===== src/pgc_pkg.sv =====
// Constants, types and helpers for the playback gain and output control block.
// Assumes one clock; sample timing arrives as a one-cycle fs strobe on that clock.
package pgc_pkg;

  // Register port geometry
  localparam int unsigned ADDR_W   = 4;
  localparam int unsigned DATA_W   = 8;
  localparam int unsigned SAMPLE_W = 16;
  localparam int unsigned VOL_W    = 7;
  localparam int unsigned LIM_W    = 7;
  localparam int unsigned CNT_W    = 13;

  // Register offsets
  localparam logic [3:0] ADDR_VOL_L     = 4'h0;
  localparam logic [3:0] ADDR_VOL_R     = 4'h1;
  localparam logic [3:0] ADDR_CTRL      = 4'h2;
  localparam logic [3:0] ADDR_PATH      = 4'h3;
  localparam logic [3:0] ADDR_SPK       = 4'h4;
  localparam logic [3:0] ADDR_APPLIED_L = 4'h5;
  localparam logic [3:0] ADDR_APPLIED_R = 4'h6;
  localparam logic [3:0] ADDR_LIMIT     = 4'h7;

  // Control register fields
  localparam int unsigned CTRL_ZC_EN    = 0;
  localparam int unsigned CTRL_TM_LO    = 1;
  localparam int unsigned CTRL_TM_HI    = 2;
  localparam int unsigned CTRL_RATE     = 3;
  localparam int unsigned CTRL_MONO_REC = 4;
  // Path register fields
  localparam int unsigned PATH_LINE1_SW = 0;
  localparam int unsigned PATH_LINE2_SW = 1;
  localparam int unsigned PATH_LINE1_PW = 2;
  localparam int unsigned PATH_LINE2_PW = 3;
  localparam int unsigned PATH_HP_PLAY  = 4;
  localparam int unsigned PATH_HP_MIX   = 5;
  localparam int unsigned PATH_TONE_HP  = 6;
  localparam int unsigned PATH_TONE_SPK = 7;
  // Speaker register fields, and the init flag bit of the limit register
  localparam int unsigned SPK_POWER     = 0;
  localparam int unsigned SPK_SAVE_REL  = 1;
  localparam int unsigned SPK_MONO_OUT  = 2;
  localparam int unsigned SPK_LIM_SW    = 3;
  localparam int unsigned SPK_HP_POWER  = 4;
  localparam int unsigned LIMIT_INIT    = 7;

  // Reset values
  localparam logic [7:0] CTRL_RST = 8'h00;
  localparam logic [7:0] PATH_RST = 8'h00;
  localparam logic [7:0] SPK_RST  = 8'h00;
  localparam logic [6:0] VOL_RST  = 7'h00;

  // Volume code: 0.75 dB per code, 87 codes reach -65.25 dB, top code is mute
  localparam logic [6:0] VOL_ATT_MAX = 7'h57;
  localparam logic [6:0] VOL_MUTE    = 7'h7F;

  // Level thresholds as sample magnitudes (-6.5 dBV and -8.5 dBV at full scale)
  localparam logic [15:0] LIM_THRESH = 16'h65AC;
  localparam logic [15:0] REC_THRESH = 16'h50C3;
  localparam logic [6:0]  LIM_MAX    = 7'h7F;
  localparam logic [6:0]  HALF_DB_PER_SHIFT = 7'h0C;

  // Timing in sample periods
  localparam logic [12:0] INIT_FS       = 13'h0800;
  localparam logic [12:0] REC_PERIOD_FS = 13'h0800;
  localparam logic [12:0] REC_LIMIT_FS  = 13'h1000;
  localparam logic [1:0]  LIM_PERIOD_FS = 2'h2;
  localparam logic [12:0] ZC_BASE_FS    = 13'h0080;

  // Output amplifier states, one-hot
  typedef enum logic [3:0] {
    AMP_HIZ    = 4'b0001,
    AMP_LOW    = 4'b0010,
    AMP_COMMON = 4'b0100,
    AMP_ACTIVE = 4'b1000
  } pgc_amp_t;

  typedef enum logic [1:0] {
    LIM_INIT = 2'b01,
    LIM_RUN  = 2'b10
  } pgc_lim_state_t;

  typedef struct packed {
    pgc_amp_t line_one;
    pgc_amp_t line_two;
    pgc_amp_t headphone;
    pgc_amp_t speaker;
    pgc_amp_t mono_out;
  } pgc_amp_ctrl_t;

  typedef struct packed {
    logic line_one;
    logic line_two;
    logic hp_play;
    logic hp_mix;
    logic tone_hp;
    logic limiter;
    logic tone_spk;
  } pgc_switch_t;

  // Zero-crossing timeout length in samples from select and rate scale
  function automatic logic [12:0] zc_timeout(input logic [1:0] sel, input logic scale);
    logic [12:0] len;
    len = ZC_BASE_FS << sel;
    zc_timeout = scale ? (len << 1) : len;
  endfunction

endpackage


===== src/pgc_core.sv =====
// Playback gain and output control: digital volume, speaker level controller,
// amplifier power states, output switches and mono capture.
// Assumes samples and the fs strobe come from logic on clock_i; mute_i is a pin.
`timescale 1ns/1ps

module pgc_core
  import pgc_pkg::*;
(
  input  wire logic                clock_i,
  input  wire logic                reset_n_i,
  input  wire logic                enable_i,
  input  wire logic [ADDR_W-1:0]   addr_i,
  input  wire logic [DATA_W-1:0]   wr_data_i,
  input  wire logic                wr_i,
  input  wire logic                rd_i,
  output logic      [DATA_W-1:0]   rd_data_o,
  input  wire logic                mute_i,
  input  wire logic                fs_tick_i,
  input  wire logic [SAMPLE_W-1:0] play_left_i,
  input  wire logic [SAMPLE_W-1:0] play_right_i,
  input  wire logic [SAMPLE_W-1:0] cap_left_i,
  input  wire logic [SAMPLE_W-1:0] cap_right_i,
  output logic      [VOL_W-1:0]    vol_left_o,
  output logic      [VOL_W-1:0]    vol_right_o,
  output logic      [SAMPLE_W-1:0] spk_mono_o,
  output logic      [LIM_W-1:0]    spk_att_o,
  output logic      [SAMPLE_W-1:0] cap_left_o,
  output logic      [SAMPLE_W-1:0] cap_right_o,
  output logic                     right_rec_power_o,
  output pgc_amp_ctrl_t            amp_o,
  output pgc_switch_t              switch_o,
  output logic      [1:0]          hp_mix_count_o
);

  // Magnitude of a signed sample, saturating the most negative value
  function automatic logic [SAMPLE_W-1:0] mag(input logic [SAMPLE_W-1:0] s);
    logic [SAMPLE_W-1:0] neg;
    neg = (~s) + 16'h0001;
    if (!s[SAMPLE_W-1]) begin
      mag = s;
    end else if (neg[SAMPLE_W-1]) begin
      mag = 16'h7FFF;
    end else begin
      mag = neg;
    end
  endfunction

  // Crossing when the sign changes or the sample lands on zero
  function automatic logic crossed(input logic prev_sign, input logic [SAMPLE_W-1:0] s);
    crossed = (s[SAMPLE_W-1] != prev_sign) || (s == 16'h0000);
  endfunction

  // Mute pin synchroniser; only the second stage is read
  logic mute_meta_reg;
  logic mute_reg;
  always_ff @(posedge clock_i or negedge reset_n_i) begin
    if (!reset_n_i) begin
      mute_meta_reg <= 1'b0;
      mute_reg      <= 1'b0;
    end else if (enable_i) begin
      mute_meta_reg <= mute_i;
      mute_reg      <= mute_meta_reg;
    end
  end

  // Register file
  logic [VOL_W-1:0]  vol_wr_reg [2];
  logic [VOL_W-1:0]  vol_wr_next [2];
  logic [7:0]        ctrl_reg, ctrl_next;
  logic [7:0]        path_reg, path_next;
  logic [7:0]        spk_reg, spk_next;
  logic [DATA_W-1:0] rd_data_reg, rd_data_next;
  logic [1:0]        vol_written;
  logic [VOL_W-1:0]  applied [2];
  logic [LIM_W-1:0]  lim_att_reg;
  pgc_lim_state_t    lim_state_reg;

  always_comb begin
    vol_wr_next  = vol_wr_reg;
    ctrl_next    = ctrl_reg;
    path_next    = path_reg;
    spk_next     = spk_reg;
    vol_written  = 2'b00;
    rd_data_next = 8'h00;
    if (wr_i) begin
      unique case (addr_i)
        ADDR_VOL_L: begin
          vol_wr_next[0] = wr_data_i[VOL_W-1:0];
          vol_written[0] = 1'b1;
        end
        ADDR_VOL_R: begin
          vol_wr_next[1] = wr_data_i[VOL_W-1:0];
          vol_written[1] = 1'b1;
        end
        ADDR_CTRL: ctrl_next = {3'h0, wr_data_i[4:0]};
        ADDR_PATH: path_next = wr_data_i;
        ADDR_SPK:  spk_next  = {3'h0, wr_data_i[4:0]};
        default:   ;
      endcase
    end
    // Read data stands in the cycle after the strobe only; unmapped reads zero
    if (rd_i) begin
      unique case (addr_i)
        ADDR_VOL_L:     rd_data_next = {1'b0, vol_wr_reg[0]};
        ADDR_VOL_R:     rd_data_next = {1'b0, vol_wr_reg[1]};
        ADDR_CTRL:      rd_data_next = ctrl_reg;
        ADDR_PATH:      rd_data_next = path_reg;
        ADDR_SPK:       rd_data_next = spk_reg;
        ADDR_APPLIED_L: rd_data_next = {1'b0, applied[0]};
        ADDR_APPLIED_R: rd_data_next = {1'b0, applied[1]};
        ADDR_LIMIT:     rd_data_next = {(lim_state_reg == LIM_INIT), lim_att_reg};
        default:        rd_data_next = 8'h00;
      endcase
    end
  end

  always_ff @(posedge clock_i or negedge reset_n_i) begin
    if (!reset_n_i) begin
      vol_wr_reg[0] <= VOL_RST;
      vol_wr_reg[1] <= VOL_RST;
      ctrl_reg      <= CTRL_RST;
      path_reg      <= PATH_RST;
      spk_reg       <= SPK_RST;
      rd_data_reg   <= 8'h00;
    end else if (enable_i) begin
      vol_wr_reg    <= vol_wr_next;
      ctrl_reg      <= ctrl_next;
      path_reg      <= path_next;
      spk_reg       <= spk_next;
      rd_data_reg   <= rd_data_next;
    end
  end

  logic             zc_en;
  logic [12:0]      zc_limit;
  logic [SAMPLE_W-1:0] chan_sample [2];
  assign zc_en          = ctrl_reg[CTRL_ZC_EN];
  assign zc_limit       = zc_timeout(ctrl_reg[CTRL_TM_HI:CTRL_TM_LO], ctrl_reg[CTRL_RATE]);
  assign chan_sample[0] = play_left_i;
  assign chan_sample[1] = play_right_i;

  // Per-channel volume: each side waits for its own crossing or timeout
  for (genvar ch = 0; ch < 2; ch++) begin : g_vol
    logic [VOL_W-1:0] applied_reg, applied_next;
    logic             pend_reg, pend_next;
    logic [12:0]      zc_cnt_reg, zc_cnt_next;
    logic             sign_reg, sign_next;

    always_comb begin
      applied_next = applied_reg;
      pend_next    = pend_reg;
      zc_cnt_next  = zc_cnt_reg;
      sign_next    = sign_reg;
      if (fs_tick_i) begin
        sign_next = chan_sample[ch][SAMPLE_W-1];
      end
      if (vol_written[ch]) begin
        // A fresh write restarts the wait and drops the older pending code
        pend_next   = zc_en;
        zc_cnt_next = 13'h0000;
        if (!zc_en) begin
          applied_next = vol_wr_next[ch];
        end
      end else if (pend_reg && fs_tick_i) begin
        zc_cnt_next = zc_cnt_reg + 13'h0001;
        if (crossed(sign_reg, chan_sample[ch]) || (zc_cnt_next >= zc_limit)) begin
          applied_next = vol_wr_reg[ch];
          pend_next    = 1'b0;
        end
      end
    end

    always_ff @(posedge clock_i or negedge reset_n_i) begin
      if (!reset_n_i) begin
        applied_reg <= VOL_RST;
        pend_reg    <= 1'b0;
        zc_cnt_reg  <= 13'h0000;
        sign_reg    <= 1'b0;
      end else if (enable_i) begin
        applied_reg <= applied_next;
        pend_reg    <= pend_next;
        zc_cnt_reg  <= zc_cnt_next;
        sign_reg    <= sign_next;
      end
    end

    assign applied[ch] = applied_reg;
  end

  // Mono half sum for the speaker path; the extra bit keeps the sum exact
  logic [SAMPLE_W:0]   mono_sum;
  logic [SAMPLE_W-1:0] mono;
  logic [SAMPLE_W-1:0] level;
  logic [3:0]          lim_shift;
  assign mono_sum  = {play_left_i[SAMPLE_W-1], play_left_i}
                   + {play_right_i[SAMPLE_W-1], play_right_i};
  assign mono      = mono_sum[SAMPLE_W:1];
  // Output level estimate: every 12 half-dB steps of cut is about one bit of shift
  assign lim_shift = 4'(lim_att_reg / HALF_DB_PER_SHIFT);
  assign level     = mag(mono) >> lim_shift;

  // Speaker level controller
  pgc_lim_state_t   lim_state_next;
  logic [LIM_W-1:0] lim_att_next;
  logic [12:0]      init_cnt_reg, init_cnt_next;
  logic [12:0]      rec_cnt_reg, rec_cnt_next;
  logic [1:0]       lim_cnt_reg, lim_cnt_next;
  logic             mono_sign_reg, mono_sign_next;
  logic             spk_pw_prev_reg;
  logic             spk_power_rise;
  assign spk_power_rise = spk_reg[SPK_POWER] && !spk_pw_prev_reg;

  always_comb begin
    lim_state_next = lim_state_reg;
    lim_att_next   = lim_att_reg;
    init_cnt_next  = init_cnt_reg;
    rec_cnt_next   = rec_cnt_reg;
    lim_cnt_next   = lim_cnt_reg;
    mono_sign_next = mono_sign_reg;
    if (fs_tick_i) begin
      mono_sign_next = mono[SAMPLE_W-1];
    end
    if (spk_power_rise) begin
      // Speaker power-up restarts the initialising cycle
      lim_state_next = LIM_INIT;
      init_cnt_next  = 13'h0000;
      lim_att_next   = 7'h00;
    end else begin
      unique case (lim_state_reg)
        LIM_INIT: begin
          // Gain stays untouched until the cycle has run its full length
          if (fs_tick_i) begin
            init_cnt_next = init_cnt_reg + 13'h0001;
            if (init_cnt_next >= INIT_FS) begin
              lim_state_next = LIM_RUN;
              rec_cnt_next   = 13'h0000;
              lim_cnt_next   = 2'h0;
            end
          end
        end
        LIM_RUN: begin
          if (fs_tick_i) begin
            if (level > LIM_THRESH) begin
              // Limiting ignores crossings: 0.5 dB every second sample
              rec_cnt_next = 13'h0000;
              lim_cnt_next = lim_cnt_reg + 2'h1;
              if (lim_cnt_next >= LIM_PERIOD_FS) begin
                lim_cnt_next = 2'h0;
                if (lim_att_reg != LIM_MAX) begin
                  lim_att_next = lim_att_reg + 7'h01;
                end
              end
            end else if ((level < REC_THRESH) && (lim_att_reg != 7'h00)) begin
              // Recovery only below the lower level and only while cut remains
              lim_cnt_next = 2'h0;
              if (rec_cnt_reg != REC_LIMIT_FS) begin
                rec_cnt_next = rec_cnt_reg + 13'h0001;
              end
              if ((rec_cnt_next >= REC_PERIOD_FS)
                  && (crossed(mono_sign_reg, mono)
                      || (rec_cnt_next >= REC_LIMIT_FS))) begin
                rec_cnt_next = 13'h0000;
                lim_att_next = (lim_att_reg > 7'h02) ? (lim_att_reg - 7'h02) : 7'h00;
              end
            end else begin
              // Between the two levels the cut and the recovery count hold; the limit count clears
              lim_cnt_next = 2'h0;
            end
          end
        end
        default: lim_state_next = LIM_INIT;
      endcase
    end
  end

  // Chip reset lands in the initialising cycle
  always_ff @(posedge clock_i or negedge reset_n_i) begin
    if (!reset_n_i) begin
      lim_state_reg   <= LIM_INIT;
      lim_att_reg     <= 7'h00;
      init_cnt_reg    <= 13'h0000;
      rec_cnt_reg     <= 13'h0000;
      lim_cnt_reg     <= 2'h0;
      mono_sign_reg   <= 1'b0;
      spk_pw_prev_reg <= 1'b0;
    end else if (enable_i) begin
      lim_state_reg   <= lim_state_next;
      lim_att_reg     <= lim_att_next;
      init_cnt_reg    <= init_cnt_next;
      rec_cnt_reg     <= rec_cnt_next;
      lim_cnt_reg     <= lim_cnt_next;
      mono_sign_reg   <= mono_sign_next;
      spk_pw_prev_reg <= spk_reg[SPK_POWER];
    end
  end

  // Amplifier states and switches
  pgc_amp_ctrl_t amp_next;
  pgc_switch_t   sw_next;
  logic [1:0]    mix_next;
  logic [VOL_W-1:0] vol_out_next [2];

  always_comb begin
    // The synchronised mute overrides every switch; switch_o clears on the third clock edge after the pin rises
    sw_next.line_one = path_reg[PATH_LINE1_SW] && !mute_reg;
    sw_next.line_two = path_reg[PATH_LINE2_SW] && !mute_reg;
    sw_next.hp_play  = path_reg[PATH_HP_PLAY]  && !mute_reg;
    sw_next.hp_mix   = path_reg[PATH_HP_MIX]   && !mute_reg;
    sw_next.tone_hp  = path_reg[PATH_TONE_HP]  && !mute_reg;
    sw_next.limiter  = spk_reg[SPK_LIM_SW]     && !mute_reg;
    sw_next.tone_spk = path_reg[PATH_TONE_SPK] && !mute_reg;
    // Equal weights: the analogue mixer divides by the number of live sources
    mix_next = 2'(sw_next.hp_play) + 2'(sw_next.hp_mix) + 2'(sw_next.tone_hp);

    // Line outputs: no power means Hi-Z, switch off means common in save
    amp_next.line_one = !path_reg[PATH_LINE1_PW] ? AMP_HIZ
                      : sw_next.line_one ? AMP_ACTIVE : AMP_COMMON;
    amp_next.line_two = !path_reg[PATH_LINE2_PW] ? AMP_HIZ
                      : sw_next.line_two ? AMP_ACTIVE : AMP_COMMON;
    // Headphone: powered down pulls low, no source gives common
    amp_next.headphone = !spk_reg[SPK_HP_POWER] ? AMP_LOW
                       : (mix_next != 2'h0) ? AMP_ACTIVE : AMP_COMMON;
    // Speaker: off is Hi-Z, not released is power-save
    amp_next.speaker = !spk_reg[SPK_POWER] ? AMP_HIZ
                     : (!spk_reg[SPK_SAVE_REL] || mute_reg) ? AMP_COMMON : AMP_ACTIVE;
    amp_next.mono_out = !spk_reg[SPK_POWER] ? AMP_HIZ
                      : (!spk_reg[SPK_MONO_OUT] || mute_reg) ? AMP_COMMON : AMP_ACTIVE;

    // Volume codes above the last step all mean mute
    for (int ch = 0; ch < 2; ch++) begin
      vol_out_next[ch] = (applied[ch] > VOL_ATT_MAX) ? VOL_MUTE : applied[ch];
    end
  end

  // Output registers, capture copy and mono speaker sample
  logic [SAMPLE_W-1:0] cap_l_next, cap_r_next, spk_next_s;
  logic                mono_rec;
  assign mono_rec = ctrl_reg[CTRL_MONO_REC];

  always_comb begin
    cap_l_next = cap_left_o;
    cap_r_next = cap_right_o;
    spk_next_s = spk_mono_o;
    if (fs_tick_i) begin
      cap_l_next = cap_left_i;
      cap_r_next = mono_rec ? cap_left_i : cap_right_i;
      spk_next_s = mono;
    end
  end

  always_ff @(posedge clock_i or negedge reset_n_i) begin
    if (!reset_n_i) begin
      vol_left_o        <= VOL_RST;
      vol_right_o       <= VOL_RST;
      spk_mono_o        <= 16'h0000;
      spk_att_o         <= 7'h00;
      cap_left_o        <= 16'h0000;
      cap_right_o       <= 16'h0000;
      right_rec_power_o <= 1'b1;
      amp_o             <= '{AMP_HIZ, AMP_HIZ, AMP_LOW, AMP_HIZ, AMP_HIZ};
      switch_o          <= '0;
      hp_mix_count_o    <= 2'h0;
    end else if (enable_i) begin
      vol_left_o        <= vol_out_next[0];
      vol_right_o       <= vol_out_next[1];
      spk_mono_o        <= spk_next_s;
      spk_att_o         <= lim_att_reg;
      cap_left_o        <= cap_l_next;
      cap_right_o       <= cap_r_next;
      right_rec_power_o <= !mono_rec;
      amp_o             <= amp_next;
      switch_o          <= sw_next;
      hp_mix_count_o    <= mix_next;
    end
  end

  assign rd_data_o = rd_data_reg;

endmodule // pgc_core


===== config.mk =====
export PLATFORM = sky130hd
export DESIGN_NAME = pgc_core
export DESIGN_NICKNAME = d
export VERILOG_FILES = /design/src/pgc_pkg.sv /design/src/pgc_core.sv
export SDC_FILE = /design/constraint.sdc
export NUM_CORES = 1
export LEC_CHECK = 0
export BUFFER_PORTS_ARGS = -buffer_cell sky130_fd_sc_hd__clkbuf_2
export CAP_MARGIN = 20
export CORE_MARGIN = 2
export CORE_UTILIZATION = 27
export DETAILED_ROUTE_END_ITERATION = 16
export GPL_TIMING_DRIVEN = 0
export PLACE_DENSITY = 0.44
export SYNTH_ARGS = -nofsm -noshare
export SYNTH_HDL_FRONTEND = slang
export SYNTH_SLANG_ARGS = --single-unit

===== constraint.sdc =====
create_clock -name clock_i -period 10.29 [get_ports clock_i]
set_input_delay 2.058 -clock clock_i [delete_from_list [all_inputs] [get_ports clock_i]]
set_output_delay 2.058 -clock clock_i [all_outputs]
set_load 0.02 [all_outputs]

Yosys cells after proc, flatten, opt, wreduce, memory -nomap -nowiden
Index checks and enable logic that the tools add are counted.
{"block": "word_totals", "ff_bits": 224, "latchBits": 0, "mem_bits_rw": 0, "mem_bits_ro": 0, "in_bits": 83, "output_inout_bits": 107, "wordCells": 228, "mem_count": 0}
{"block": "op_classes", "addsub": 11, "n_mul": 0, "div": 1, "n_lt_le_gt_ge": 11, "eq_ne": 25, "n_shift": 2, "mux": 77, "bitwise_logic": 2, "n_reduce_logical": 56}
{"op": "$mux 13", "n": 20}
{"op": "$mux 7", "n": 21}
{"op": "$pmux 8 s8", "n": 1}
{"op": "$add 13x1->13 const B", "n": 4}
{"op": "$logic_not 16->1", "n": 3}
{"op": "$mux 4", "n": 10}
{"op": "$mux 15", "n": 2}
{"op": "$ge 13x12->1 const B", "n": 2}
{"op": "$ge 13x13->1", "n": 2}
{"op": "$pmux 13 s2", "n": 1}
{"op": "$mux 2", "n": 9}
{"op": "$reduce_and 3->1", "n": 6}
{"op": "$reduce_bool 2->1", "n": 9}
{"op": "$add 16x16->17", "n": 1}
{"op": "$add 16x1->16 const B", "n": 1}
{"op": "$eq 4x3->1 const B", "n": 4}
{"op": "$gt 16x15->1 const B", "n": 1}
{"op": "$lt 16x15->1 const B", "n": 1}
{"op": "$mux 16", "n": 1}
{"op": "$not 16->16", "n": 1}
{"op": "$shr 16x4->16", "n": 1}
{"op": "$gt 7x7->1 const B", "n": 2}
{"op": "$mux 14", "n": 1}
{"op": "$reduce_and 7->1", "n": 2}
{"op": "other kinds (34)", "n": 79}

Longest topological paths before layout
{"block": "depth", "word_depth": 22, "ltp_mapped": 21, "ltp_nobuf": 17}

Worst setup path before layout
OpenSTA, ideal clock, no wires.
{"block": "synth_path", "path_kind": "input-to-reg", "start": "input port play_right_i[0]", "end": "register rec_cnt_reg[7]", "setup_time_ps": 126, "arrival_time_ps": 6758, "required_ps": 10164, "slack_ps": 3406, "cell_stages": 18, "path_cell_list": "and2_1 -> fa_1 -> a21o_1 -> a221oi_4 -> o31ai_1 -> xnor2_1 -> o2111ai_2 -> nor4_4 -> mux2i_1 -> nor2_1 -> a221o_1 -> a221o_1 -> nor2b_4 -> o211ai_4 -> a211oi_4 -> or2_4 -> buf_6 -> a221o_1"}
{"block": "synth_between", "elab_chain_len": 10, "word_cells_on_any_way": 21}
{"item": "from (decl)", "line": "pgc_core.sv:20", "text": "input wire logic [SAMPLE_W-1:0] play_right_i,"}
{"item": "$add 16x16->17 *", "line": "pgc_core.sv:196", "text": "+ {play_right_i[SAMPLE_W-1], play_right_i};"}
{"item": "$not 16->16 (tied with other cells)", "line": "pgc_core.sv:38", "text": "neg = (~s) + 16'h0001;"}
{"item": "$add 16x1->16 or $logic_or 1x1->1 (tied branches)", "line": "pgc_core.sv:38, pgc_core.sv:50"}
{"item": "$mux 15 or $logic_or 1x1->1 (tied branches)", "line": "pgc_core.sv:41, pgc_core.sv:261"}
{"item": "$mux 15 or $logic_and 1x1->1 (tied branches)", "line": "pgc_core.sv:39, pgc_core.sv:260"}
{"item": "$shr 16x4->16 or $mux 13 (tied branches)", "line": "pgc_core.sv:200, pgc_core.sv:259"}
{"item": "$lt 16x15->1 (tied with other cells)", "line": "pgc_core.sv:253", "text": "end else if ((level < REC_THRESH) && (lim_att_reg != 7'h00)) begin"}
{"item": "$logic_and 1x1->1 or $mux 13 (tied branches)", "line": "pgc_core.sv:253, pgc_core.sv:243"}
{"item": "$ne 3x3->1 (no line) or $mux 13 (tied branches)"}
{"item": "$reduce_and 7->1 (no line) or $pmux 13 s2 (tied branches)"}
{"item": "to (signal assigned)", "line": "pgc_core.sv:290", "text": "rec_cnt_reg <= rec_cnt_next;"}
{"item": "to (decl)", "line": "pgc_core.sv:206", "text": "logic [12:0] rec_cnt_reg, rec_cnt_next;"}
Every way passes the cells marked *; elsewhere a longest branch is shown, timed or not. The select of a mux whose other input is x is not followed.
A chain may end at the register's enable or synchronous reset.

Final worst setup path
Same ends and word-level chain as after synthesis.

==> impl_metrics.json <==
{
  "setup_viol_count_final": 0,
  "finalHoldWorstSlack_ps": 473,
  "vdd_ir_drop_max_uv": 136,
  "clockRootBuffer": "clkbuf_16",
  "die_area_um2": 51600,
  "finalWeightedCongestion": 0.885,
  "overall_die_height_um": 227,
  "path_max_fanout": 10,
  "timing.final.hold_violations": 0,
  "outcome": "completed",
  "mostFrequentLayoutCell": "dfrtp_1",
  "detailedRoute.firstPassIterationCount": 7,
  "syn_area_um2": 13400,
  "max_slew_violations": 0,
  "critPathMaxStageDelay_ps": 640,
  "critical_path.reg2reg.startpoint": "lim_att_reg[2]$_DFFE_PN0P_",
  "crit_chain": "clkbuf_2 -> and2_1 -> fa_1 -> a21o_1 -> a221oi_4 -> o31ai_1 -> xnor2_1 -> o2111ai_2 -> nor4_4 -> mux2i_1 -> nor2_1 -> a221o_1 -> a221o_1 -> nor2b_4 -> o211ai_4 -> a211oi_4 -> or2_4 -> buf_6 -> a221o_1",
  "detailedPlacementHpwl_um": 34600,
  "skew_ps": 15.4,
  "largest_register_ff_count": 26,
  "r2r.worst_path.cells": 19,
  "route.antenna.remaining_nets": 0,
  "min_period_over_period_pct": 71.9,
  "finalPower_mw": 3.87,
  "clkSinkCount": 217,
  "layout.cell_area.non_filler_um2": 16200,
  "max-slew-margin-rel_pct": 31.9,
  "avgRoutedWirePerCell_um": 19.3,
  "grt_setup_unrepaired": "no",
  "antenna_found_initial": 0,
  "viasPerCell": 5.18,
  "cpLargestDelayFamily": "compound AO/OA/AOI/OAI gates",
  "syn_to_final_growth_pct": 20.4,
  "leakage_nw": 7.14,
  "hold_path.class": "reg -> reg",
  "startpoint": "play_right_i[0]",
  "yosysSeqAreaShare_pct": 40.5,
  "fp.coreArea_um2": 49100,
  "achievable-frequency_mhz": 135,
  "numCtsBuffers": 28,
  "cap_violations": 0,
  "worst_ep_required_time_ps": 10730,
  "most-common-layout-cells": "dfrtp_1, nand2_1, clkbuf_2, o21ai_0, nor2_1",
  "clock_latency_ps": 560,
  "crit_type": "in -> reg",
  "synth-edff-count": 0,
  "setup_total_negative_slack_ps": 0,
  "worst_path_max_delay_cell": "mux2i_1",
  "nets": 1794,
  "tritoncts_clock_tree": "done",
  "cp_common_cell": "a221o_1",
  "worst_slew_pin_slew_ps": 1020,
  "yosysUniqueCellTypes": 86,
  "place.port_buffers": 182,
  "cts_max_path_buffers": 3,
  "critical_path_arrival_ps": 7840,
  "worst_setup_path_start_kind": "input port",
  "post-cts-setup-buffer-count": 0,
  "num_io_pins": 190,
  "worst_setup_path_endpoint": "rec_cnt_reg[7]$_DFFE_PN0P_",
  "first_global_vias": 12000,
  "yosysWarnings": 0,
  "asyncSetResetFlopFracSynth_pct": 100,
  "most_instantiated_flip_flop_cell_in_the_synthesis_netlist": "dfrtp_1",
  "post_cts_resize_count": 0,
  "cp_num_cells": 19,
  "fin_util_pct": 33.0,
  "die_x_um": 227,
  "placementRows": 81,
  "detailroute.via_count": 12200,
  "cts_htree_levels": 1,
  "pwr_density_cell_nw_per_um2": 239,
  "drive_gt1_share_pct": 21.1,
  "worst_reg2reg_endpoint": "lim_att_reg[1]$_DFFE_PN0P_",
  "synthesis.area_per_instance_um2": 9.25,
  "postSynthRegisterBits": 217,
  "grt_util_all_layers_pct": 17.5,
  "gr-total-overflow": 0,
  "reg2reg_slack_ps": 3930,
  "clk_pin_slew_worst_paths_ps": 60,
  "synthesis.instances": 1452,
  "placedInstanceArea_um2": 15300,
  "remaining_drc_errors": 0,
  "drt_iter0_markers": 805,
  "critical_path.n_buffers_inverters": 2,
  "grt_first_pass_wirelength_um": 71000,
  "diodes": 0,
  "postCtsHoldBufs": 0,
  "initial_core_util_pct": 27.4,
  "wirelength_um": 45500,
  "timing.final.crit_period_ps": 7400,
  "largest_net_degree_at_the_start_of_global_routing": 83,
  "crit_path_end_kind": "register"
}
## cells in the mapped netlist, drive strengths merged, types with 7 or more instances
cell     number  area share [%]
or2          10            0.48
a221o         7            0.52
mux2         65             5.4
o31ai        21             1.2
o2bb2ai      12            0.78
xor2         14            0.97
a211oi       15             1.1
a21oi        65             2.5
xnor2        20             1.4
o22ai        12            0.56
buf          20            0.91
inv          40             1.1
mux4          8             1.3
a311oi        9            0.59
o21ai       120             4.5
and2         15            0.70
o211ai       22             1.3
a31oi        18            0.84
a21o         12            0.67
nand4        14            0.65
and3         26             1.2
nand3        46             1.7
nand2b       16            0.75
o22a         14            0.91
nor3         32             1.2
nor2b        17            0.85
dfrtp       211              39
o221ai       10            0.70
nor2         94             2.6
nor4         17            0.90
nand2       191             5.3
mux2i        37             2.8
a22o         17             1.1
or3          12            0.56
o311ai        7            0.46
ha           39             3.6
clkbuf       57             1.6
## report_power, final
part,internal [mW],switching [mW],total [mW]
registers,1.03,0.162,1.19
logic,0.612,1.08,1.70
clock network,0.588,0.393,0.982
## worst min-delay path, delay by kind of cell, from the launching register on
family	cells	cell delay, ps
flops	1	340
compound gates	1	50
simple gates	1	40
## kinds of logic (layout without fill, tap and decap cells)
family | count (synthesis) | in the layout | share of synthesized area (%)
XOR/XNOR | 34 | 34 | 2.33
multiplexers | 110 | 110 | 9.55
adder cells (fa/ha/maj) | 41 | 41 | 3.93
AND/OR/NAND/NOR | 509 | 509 | 18.1
AO/OA/AOI/OAI | 423 | 423 | 21.9
buffers and inverters | 117 | 352 | 3.62
other | 1 | 5 | 0.0279
flip-flops | 217 | 217 | 40.5
## how the worst min path moves through the flow
stage,startpoint,to,slack [ps],depth (start not counted)
after floorplan,spk_reg[4]$_DFFE_PN0P_,amp_o[9]$_DFFE_PN1P_,440,1
after global placement,cap_left_o[6]$_DFFE_PN0P_,cap_left_o[6]$_DFFE_PN0P_,460,2
after detailed placement,cap_left_o[7]$_DFFE_PN0P_,cap_left_o[7]$_DFFE_PN0P_,470,2
after CTS,cap_left_o[12]$_DFFE_PN0P_,cap_left_o[12]$_DFFE_PN0P_,480,2
after global routing,cap_left_o[3]$_DFFE_PN0P_,cap_left_o[3]$_DFFE_PN0P_,490,2
final,cap_right_o[11]$_DFFE_PN0P_,cap_right_o[11]$_DFFE_PN0P_,470,2
## cell type report
class	instances	area (um2)
buffer	77	337
fill	5165	32900
timing repair buffer	184	975
inverter	40	150
sequential	217	5440
clock buffer	43	847
tap	664	831
clock inverter	8	78.8
multi-input combinational	1122	7520
## per-layer routing
metal	vias up	wire [um]	track usage [%]
li1	5831	-	-
met1	6012	22300	25.3
met2	311	20000	27.3
met3	41	2710	3.41
met4	0	546	3.01
met5	-	0	0
## through the flow
stage / worst slack [ps] / std cells
floorplan: 3410 / 1456
global placement: 2310 / 2302
detailed placement: 2370 / 2304
CTS: 2940 / 2355
global route: 2550 / 2355
finish: 2890 / 2355
No activity file was read; power rests on OpenSTA's default activity.
